$ cat src/rtl/eig_pkg.sv
/*
  Package for the external-interrupt global control block: register map,
  field positions, reset values and the shared carrier types.
  Assumes a 32-bit APB slave with word-aligned registers.
*/
package eig_pkg;
  localparam int         EIG_NUM_EXT            = 3;
  localparam logic [7:0] EIG_OFF_GLOBAL_CONTROL = 8'h00;
  localparam logic [7:0] EIG_OFF_CONTROL        = 8'h04;
  localparam logic [7:0] EIG_OFF_STATUS         = 8'h08;
  localparam logic [7:0] EIG_OFF_MASK           = 8'h0c;
  localparam int         EIG_BIT_GIE            = 15;
  localparam int         EIG_BIT_DISABLE_ACT    = 14;
  localparam int         EIG_BIT_SOFT_TRAP      = 13;
  localparam int         EIG_BIT_CTL_TIMED_IRQ_DISABLE_ACTIVE_SET   = 0;
  localparam int         EIG_BIT_CTL_TIMED_IRQ_DISABLE_ACTIVE_CLR   = 1;
  localparam int         EIG_BIT_CTL_TRAP_SET   = 2;
  localparam int         EIG_BIT_CTL_TRAP_CLR   = 3;
  localparam logic       EIG_RST_GIE            = 1'h1;
  localparam logic       EIG_RST_DISABLE_ACT    = 1'h0;
  localparam logic       EIG_RST_SOFT_TRAP      = 1'h0;
  localparam logic [2:0] EIG_RST_POLARITY       = 3'h0;
  localparam logic [2:0] EIG_RST_STATUS         = 3'h0;
  localparam logic [2:0] EIG_RST_MASK           = 3'h0;

  typedef struct packed {
    logic        sel;
    logic        enable;
    logic        write;
    logic [7:0]  addr;
    logic [31:0] wdata;
  } eig_apb_req_t;

  typedef struct packed {
    logic [2:0] in_sync;
    logic [2:0] in_prev;
    logic [2:0] in_older;
    logic [2:0] pulse;
  } eig_edge_state_t;
endpackage

$ cat src/rtl/eig_ctrl.sv
/*
  Global interrupt control word with external-interrupt edge polarity,
  APB register slave, sticky edge status with mask and level interrupt.
  Assumes a single APB master on pclk and interrupt sources on the core
  side presenting their individual enable-qualified requests.
*/
`timescale 1ns/1ns
// Contract
// [RL1] global enable gates maskable irqs, traps pass
// [RL2] disable-status bit reads 1 while timed disable
// [RL3] software-trap bit: 1 enabled, 0 disabled
// [RL4] polarity 1 falling edge, 0 rising edge
// [RL5] bits 12..3 read zero, writes ignored
// [RL6] synchronise inputs, one-cycle pulse on edge
module eig_ctrl
  import eig_pkg::*;
(
  input  wire logic                   pclk,
  input  wire logic                   presetn,
  input  wire logic                   psel,
  input  wire logic                   penable,
  input  wire logic                   pwrite,
  input  wire logic [7:0]             paddr,
  input  wire logic [31:0]            pwdata,
  output logic      [31:0]            prdata,
  output logic                        pready,
  output logic                        pslverr,
  input  wire logic [EIG_NUM_EXT-1:0] ext_irq_in,
  input  wire logic                   maskable_irq_req,
  input  wire logic                   trap_req,
  output logic                        maskable_irq_out,
  output logic                        trap_out,
  output logic      [EIG_NUM_EXT-1:0] ext_irq_pulse,
  output logic                        irq
);
  typedef struct packed {
    logic                   global_irq_enable;
    logic                   timed_irq_disable_active;
    logic                   soft_trap_flag;
    logic [EIG_NUM_EXT-1:0] falling_select;
    logic [EIG_NUM_EXT-1:0] status;
    logic [EIG_NUM_EXT-1:0] mask;
    logic [31:0]            prdata;
    logic                   pready;
    logic                   pslverr;
    logic                   maskable_irq_out;
    logic                   trap_out;
    logic [EIG_NUM_EXT-1:0] ext_irq_pulse;
    logic                   irq;
  } eig_ctrl_state_t;

  eig_ctrl_state_t        st;
  eig_ctrl_state_t        next_st;
  eig_apb_req_t           req;
  logic [EIG_NUM_EXT-1:0] edge_pulse;
  logic                   access;
  logic                   wr;
  logic                   rd;
  logic [15:0]            gc_word;

  // one driver for the whole carrier, field order as the package declares
  assign req = {psel, penable, pwrite, paddr, pwdata};

  eig_edge_detect u_edge (
    .pclk           (pclk),
    .presetn        (presetn),
    .ext_irq_in     (ext_irq_in),
    .falling_select (st.falling_select),
    .edge_pulse     (edge_pulse)
  );

  // one wait state: answer in the access cycle after it is seen
  assign access = req.sel & req.enable & ~st.pready;
  assign wr     = access & req.write;
  assign rd     = access & ~req.write;

  always_comb
  begin
    gc_word = 16'h0000; // RL5
    gc_word[EIG_BIT_GIE]         = st.global_irq_enable;
    gc_word[EIG_BIT_DISABLE_ACT] = st.timed_irq_disable_active; // RL2
    gc_word[EIG_BIT_SOFT_TRAP]   = st.soft_trap_flag; // RL3
    gc_word[EIG_NUM_EXT-1:0]     = st.falling_select;
  end

  always_comb
  begin
    next_st         = st;
    next_st.pready  = access;
    next_st.pslverr = 1'b0;
    next_st.prdata  = 32'h0000_0000;
    next_st.ext_irq_pulse = edge_pulse;

    // events set status; a read in the same cycle does not lose them
    if (rd && req.addr == EIG_OFF_STATUS)
      next_st.status = edge_pulse;
    else
      next_st.status = st.status | edge_pulse;

    if (wr)
    begin
      case (req.addr)
        EIG_OFF_GLOBAL_CONTROL:
        begin
          // bits 14 and 13 are hardware status; only enable and polarity
          next_st.global_irq_enable = req.wdata[EIG_BIT_GIE];
          next_st.falling_select    = req.wdata[EIG_NUM_EXT-1:0]; // RL5
        end
        EIG_OFF_CONTROL:
        begin
          if (req.wdata[EIG_BIT_CTL_TIMED_IRQ_DISABLE_ACTIVE_SET])
            next_st.timed_irq_disable_active = 1'b1; // RL2
          else if (req.wdata[EIG_BIT_CTL_TIMED_IRQ_DISABLE_ACTIVE_CLR])
            next_st.timed_irq_disable_active = 1'b0; // RL2
          if (req.wdata[EIG_BIT_CTL_TRAP_SET])
            next_st.soft_trap_flag = 1'b1; // RL3
          else if (req.wdata[EIG_BIT_CTL_TRAP_CLR])
            next_st.soft_trap_flag = 1'b0; // RL3
        end
        EIG_OFF_STATUS: ;
        EIG_OFF_MASK:
          next_st.mask = req.wdata[EIG_NUM_EXT-1:0];
        default:
          next_st.pslverr = 1'b1;
      endcase
    end
    else if (rd)
    begin
      case (req.addr)
        EIG_OFF_GLOBAL_CONTROL:
          next_st.prdata = {16'h0000, gc_word};
        EIG_OFF_CONTROL:
          next_st.prdata = 32'h0000_0000;
        EIG_OFF_STATUS:
          next_st.prdata = {29'h0, st.status};
        EIG_OFF_MASK:
          next_st.prdata = {29'h0, st.mask};
        default:
          next_st.pslverr = 1'b1;
      endcase
    end

    // timed disable also holds maskable requests off
    next_st.maskable_irq_out = maskable_irq_req & st.global_irq_enable
                               & ~st.timed_irq_disable_active; // RL1
    next_st.trap_out = trap_req | st.soft_trap_flag; // RL1
    next_st.irq      = |(next_st.status & st.mask);
  end

  always_ff @(posedge pclk or negedge presetn)
  begin
    if (!presetn)
    begin
      st                          <= '0;
      st.global_irq_enable        <= EIG_RST_GIE;
      st.timed_irq_disable_active <= EIG_RST_DISABLE_ACT;
      st.soft_trap_flag           <= EIG_RST_SOFT_TRAP;
      st.falling_select           <= EIG_RST_POLARITY;
      st.status                   <= EIG_RST_STATUS;
      st.mask                     <= EIG_RST_MASK;
    end
    else
      st <= next_st;
  end

  assign prdata           = st.prdata;
  assign pready           = st.pready;
  assign pslverr          = st.pslverr;
  assign maskable_irq_out = st.maskable_irq_out;
  assign trap_out         = st.trap_out;
  assign ext_irq_pulse    = st.ext_irq_pulse;
  assign irq              = st.irq;
endmodule

$ cat src/rtl/eig_edge_detect.sv
/*
  Per-input edge detector for the external interrupt lines.
  Assumes the lines may be asynchronous; each passes two synchronising flops here before edges are compared.
*/
`timescale 1ns/1ns
module eig_edge_detect
  import eig_pkg::*;
(
  input  wire logic                   pclk,
  input  wire logic                   presetn,
  input  wire logic [EIG_NUM_EXT-1:0] ext_irq_in,
  input  wire logic [EIG_NUM_EXT-1:0] falling_select,
  output logic      [EIG_NUM_EXT-1:0] edge_pulse
);
  eig_edge_state_t             st;
  eig_edge_state_t             next_st;
  wire logic [EIG_NUM_EXT-1:0] sel_edge;

  // only the prev stage reads the sync stage; edges compare prev with older
  genvar g;
  generate
    for (g = 0; g < EIG_NUM_EXT; g++)
    begin : g_edge
      assign sel_edge[g] = falling_select[g]
                         ? (st.in_older[g] & ~st.in_prev[g])  // RL4
                         : (~st.in_older[g] & st.in_prev[g]); // RL4
    end
  endgenerate

  always_comb
  begin
    next_st          = st;
    next_st.in_sync  = ext_irq_in;
    next_st.in_prev  = st.in_sync;
    next_st.in_older = st.in_prev;
    next_st.pulse    = sel_edge; // RL6
  end

  always_ff @(posedge pclk or negedge presetn)
  begin
    if (!presetn)
      st <= '0;
    else
      st <= next_st;
  end

  assign edge_pulse = st.pulse;
endmodule

$ cat config.mk
export PLATFORM = sky130hd
export DESIGN_NAME = eig_ctrl
export DESIGN_NICKNAME = d
export VERILOG_FILES = /design/src/rtl/eig_pkg.sv /design/src/rtl/eig_ctrl.sv /design/src/rtl/eig_edge_detect.sv
export SDC_FILE = /design/constraint.sdc
export NUM_CORES = 1
export LEC_CHECK = 0
export ABC_AREA = 1
export BUFFER_PORTS_ARGS = -buffer_cell sky130_fd_sc_hd__buf_2
export CORE_MARGIN = 5
export CORE_UTILIZATION = 40
export DETAILED_ROUTE_END_ITERATION = 8
export HOLD_SLACK_MARGIN = 0.1
export PLACE_DENSITY = 0.82
export SETUP_SLACK_MARGIN = 0.3
export SLEW_MARGIN = 20
export SYNTH_ARGS = -nofsm -noshare
export SYNTH_HDL_FRONTEND = slang
export SYNTH_SLANG_ARGS = --single-unit
$ cat constraint.sdc
create_clock -name pclk -period 1.16 [get_ports pclk]
set_input_delay 0.058 -clock pclk [delete_from_list [all_inputs] [get_ports pclk]]
set_output_delay 0.058 -clock pclk [all_outputs]
set_load 0.01 [all_outputs]
## Word level (Yosys, flattened, before mapping)

Index checks and enable logic that the tools add are counted.
W data, S select, Z words.

- Word-level logic and storage cells: 68
- Memories: 0
- Bits in read-only memories: 0
- RAM bits: 0
- Latch bits: 0
- Register bits: 64
- Input bits: 50
- Output and inout port bits: 40

- Reduce and logical (&&, ||, !) cells: 10
- Shift-type cells: 0
- Equality and inequality tests: 3
- $mul: 0
- Bitwise gates (word level): 24
- Divide/modulo/power cells: 0
- Add/sub/neg operators: 0
- Multiplexer cells: 14
- Magnitude comparators: 0

Operators by type and width:

| operator | number |
|---|---|
| $pmux W16 S3 | 1 |
| $mux W16 | 2 |
| $eq A8 B4 Y1 const B | 2 |
| $and A1 B1 Y1 | 12 |
| $mux W1 | 10 |
| $not A1 Y1 | 9 |
| $eq A8 B3 Y1 const B | 1 |
| $logic_not A8 Y1 | 1 |
| $reduce_and A3 Y1 | 2 |
| $reduce_and A2 Y1 | 2 |
| $reduce_bool A2 Y1 | 2 |
| $reduce_or A4 Y1 | 1 |
| $and A3 B3 Y3 | 1 |
| $mux W3 | 1 |
| $or A3 B3 Y3 | 1 |
| $reduce_or A3 Y1 | 1 |
| $logic_and A1 B1 Y1 | 1 |
| $or A1 B1 Y1 | 1 |

## Longest topological paths before layout

- Depth in word-level cells: 7
- Depth in mapped cells: 9
- Mapped depth without buffers: 9

## Hierarchy

Synthesis repeated with hierarchy kept, for this count alone.

- Cells, all modules: 184
- Area total of the unflattened synthesis: 1709.1 um^2

By module, submodules not included:

| module | area each (um^2) | seq. area each (um^2) | cells an instance | instances |
|---|---|---|---|---|
| eig_ctrl | 1311.3 | 651.9 | 151 | 1 |
| eig_edge_detect | 397.9 | 300.3 | 33 | 1 |

## Worst setup path after synthesis

No wires, ideal clock.

- Path kind: register to register
- Start: register st, in the netlist pready
- End: register st[40] (netlist bit)
- Path buffers: 0
- Required time: 1.038 ns
- Arrival time: 1.037 ns
- Library setup time: 0.122 ns
- Cell stages (with the launch flop): 8
- Period minus slack after synthesis: 1.159 ns
- Path slack: 0.001 ns
- Path through: dfrtp_1 -> nand3b_1 -> inv_2 -> nand2_1 -> inv_1 -> nand2_1 -> nand2_1 -> o21ai_1

- Cells in the longest elaborated chain, start to end: 4

RTL lines:

| item | line | RTL |
|---|---|---|
| start, declared | eig_ctrl.sv:52 | `eig_ctrl_state_t st;` |
| start signal, assigned | eig_ctrl.sv:163 | `st <= next_st;` |
| $not A1 Y1 | eig_ctrl.sv:73 | `assign access = req.sel & req.enable & ~st.pready;` |
| $and A1 B1 Y1 | eig_ctrl.sv:73 |  |
| named net access | eig_ctrl.sv:56 | `logic access;` |
| $and A1 B1 Y1 | eig_ctrl.sv:74 | `assign wr = access & req.write;` |
| $reduce_and A2 Y1 (no source line) | - |  |

The timed path passes the listed nets, and every way through them passes these cells.
A chain may end at the register's enable or synchronous reset.

==> results.json <==
{
  "outcome": "finished with violations",
  "violations": "setup timing",
  "vias": 1218,
  "min_path_type": "in2reg",
  "drive_gt1_share_pct": 40.76,
  "ys_types": 22,
  "ys_ff_latch": 38,
  "coreArea_um2": 4294,
  "crit_chain": "nand3b_1 -> nor2_4 -> nand2_2 -> nand2_1 -> nand2_1 -> nand2_1 -> nand3_2",
  "critPathMostFrequentCell": "nand2_1",
  "drt-pass1-iter-count": 4,
  "critPathKind": "reg2reg",
  "preCtsSetupSlack_ns": -0.05167,
  "startpoint_type": "flop",
  "postSynthAreaPerCell_um2": 9.497,
  "timing.hold.ws_ns": 0.1410,
  "slowest_stage": "dfrtp_1",
  "cp.required_ns": 1.34,
  "setup_viol": 16,
  "dpl.hpwl_um": 2230,
  "rsz0062_at_grt": "true",
  "die-area_um2": 5763,
  "ys_top_cells_by_area": "dfrtp_1 53%, buf_4 15%, nand2_1 7.1%",
  "cts_root_buf": "clkbuf_8",
  "dr.first_iter.drc_count": 43,
  "yosys_warnings": 0,
  "r2r_start": "pready",
  "wl_per_cell_um": 10.78,
  "ir_worst_vdd_uv": 726.2,
  "fmax_mhz": 809.0,
  "via_per_inst": 4.200,
  "fin_skew_ns": 0.005424,
  "synthCells": 183,
  "cp.arrival_ns": 1.42,
  "powerDensity_nw_per_um2": 1207,
  "synth_top_area_share_pct": 53.28,
  "cts_buffer_depth": 2,
  "min-delay-start": "paddr[4]",
  "place_congestion": 0.7816,
  "clk_latency_ns": 0.29,
  "portBuffers": 36,
  "grt_pass1_vias": 1186,
  "drc": 0,
  "cts_sinks": 38,
  "cts_tree": "yes",
  "dieHeight_um": 75.92,
  "worstSetupStartpoint": "pready",
  "htree_levels": 2,
  "grt_overflow": 0,
  "cts.clk_slew.worst_paths_ns": 0.07,
  "fin_crit_ns": 1.236,
  "syn_area_um2": 1738,
  "row_count": 24,
  "critPathCaptureType": "flop",
  "maxSlewViolCount": 0,
  "wirelength_um": 3125,
  "fillCellCount": 389,
  "setup_ws_ns": -0.07612,
  "cap_violations": 0,
  "grt_max_degree": 24,
  "antenna_left": 0,
  "min_period_over_period_pct": 106.6,
  "yosys.area.top_type": "dfrtp_1",
  "syn_to_final_growth_pct": 30.53,
  "grt_pass1_wl_um": 5292,
  "finalPower_mw": 2.738,
  "nets": 287,
  "grt_usage_pct": 11.51,
  "antenna_found_initial": 0,
  "path_max_fanout": 3,
  "io_pins": 90,
  "synth_seq_area_share_pct": 54.79,
  "num_antenna_cells": 0,
  "cts_buffers": 5,
  "initial_core_util_pct": 40.47,
  "fp.dieW_um": 75.92,
  "hold_viol_final": 0,
  "max_stage_delay_ns": 0.39,
  "p_leak_nw": 1.181
}
-- metrics by stage --
stage	instance area, um2	setup TNS (ns)	util, %	std cells
2_1_floorplan	1861	0	-	208
3_3_place_gp	1871	-0.04795	43.56	263
3_5_place_dp	1871	-0.05167	43.56	263
4_1_cts	2158	-0.4106	50.26	287
5_1_grt	2268	-1.880	52.83	290
6_report	2268	-0.6315	52.83	290
-- cell families after synthesis --
| group | count (synthesis) | share of synthesized area [%] |
|---|---|---|
| AND/OR/NAND/NOR | 75 | 21.45 |
| flip-flops | 38 | 54.79 |
| AO/OA/AOI/OAI | 14 | 4.104 |
| buffers and inverters | 55 | 19.44 |
| other | 1 | 0.2158 |
-- layout by cell type (no fill, tap or decap) --
cell / n
bufinv_16: 1
nor2_1: 9
or2_2: 1
clkinv_2: 2
nand3_4: 2
dlygate4sd3_1: 13
nand3b_1: 1
nand4_1: 1
dfrtp_1: 37
nand2_4: 3
inv_2: 3
nor2_4: 6
nand2_2: 12
nand3_1: 3
o21ai_2: 3
a31oi_1: 1
nand3_2: 2
a21oi_2: 1
buf_6: 3
buf_4: 7
buf_12: 1
nand2_1: 25
o21ai_1: 6
inv_8: 1
conb_1: 26
nor2_2: 8
a21oi_1: 3
inv_1: 16
buf_2: 33
nor3_2: 1
clkbuf_8: 5
dfstp_2: 1
nand2_8: 1
-- path summary, 6_finish.rpt --
path / end / slack (ns) / cells after the start
max in group asynchronous: gc_word[13] / 0.52 / 3
setup / recovery: irq / -0.08 / 7
setup reg to reg: irq / -0.08 / 7
hold / removal: pslverr / 0.14 / 5
min in group asynchronous: maskable_irq_out / 0.21 / 2
hold reg to reg: u_edge.next_st[4] / 0.35 / 0
-- critical path: cells and delay by family (launching register included) --
kind             cells  cell delay, ns
and+or+nand+nor      7            0.75
DFF                  1            0.39
-- where the power goes --
part | switching [mW] | total [mW] | leakage, nW | internal, mW
Sequential | 0.0163 | 1.38 | 0.478 | 1.36
Combinational | 0.164 | 0.279 | 0.645 | 0.115
Clock | 0.446 | 1.08 | 0.0579 | 0.632
-- cells in the mapped netlist --
library cell / number
a21oi_1: 4
a31oi_1: 1
buf_4: 35
conb_1: 1
dfrtp_1: 37
dfstp_2: 1
inv_1: 18
inv_2: 2
nand2_1: 33
nand2_2: 7
nand2_4: 1
nand3_1: 6
nand3_2: 1
nand3b_1: 1
nand4_1: 1
nor2_1: 14
nor2_2: 6
nor2_4: 3
nor3_2: 1
o21ai_0: 1
o21ai_1: 8
or2_2: 1
-- cell type report --
type | count | area [um2] | area share, %
well taps | 52 | 65.06 | 2.868
clock buffers | 5 | 68.82 | 3.034
repair buffers | 57 | 401.6 | 17.71
inverters | 20 | 82.58 | 3.640
clock inverters | 3 | 40.04 | 1.765
flip-flops and latches | 38 | 952.2 | 41.97
multi-input cells | 115 | 658.1 | 29.01
-- repair_timing --
action	4_1_cts	5_1_grt
pin swaps	2	3
gates resized for setup	6	23
setup endpoints to repair	31	35
setup buffers	3	3
hold buffers	13	0
hold endpoints to repair	52	0
-- state kept, by name, summed over array words and instances (netlist names) --
name and cells:
irq 1, prdata 6, st 6, u_edge.st 3, pready 1, u_edge.edge_pulse 3
gc_word 6, maskable_irq_out 1, ext_irq_pulse 3, trap_out 1, u_edge.next_st 6, pslverr 1
-- per-layer routing --
metal	vias to the layer above	track usage (%)	routed length, um	share of wire, %
met5	-	0	0	0
met4	0	5.338	52	1.7
met3	3	5.332	258	8.3
met2	40	18.41	1592	51
met1	570	12.95	1221	39
li1	605	-	-	-
Note: power is estimated with default switching activity, not from simulation.
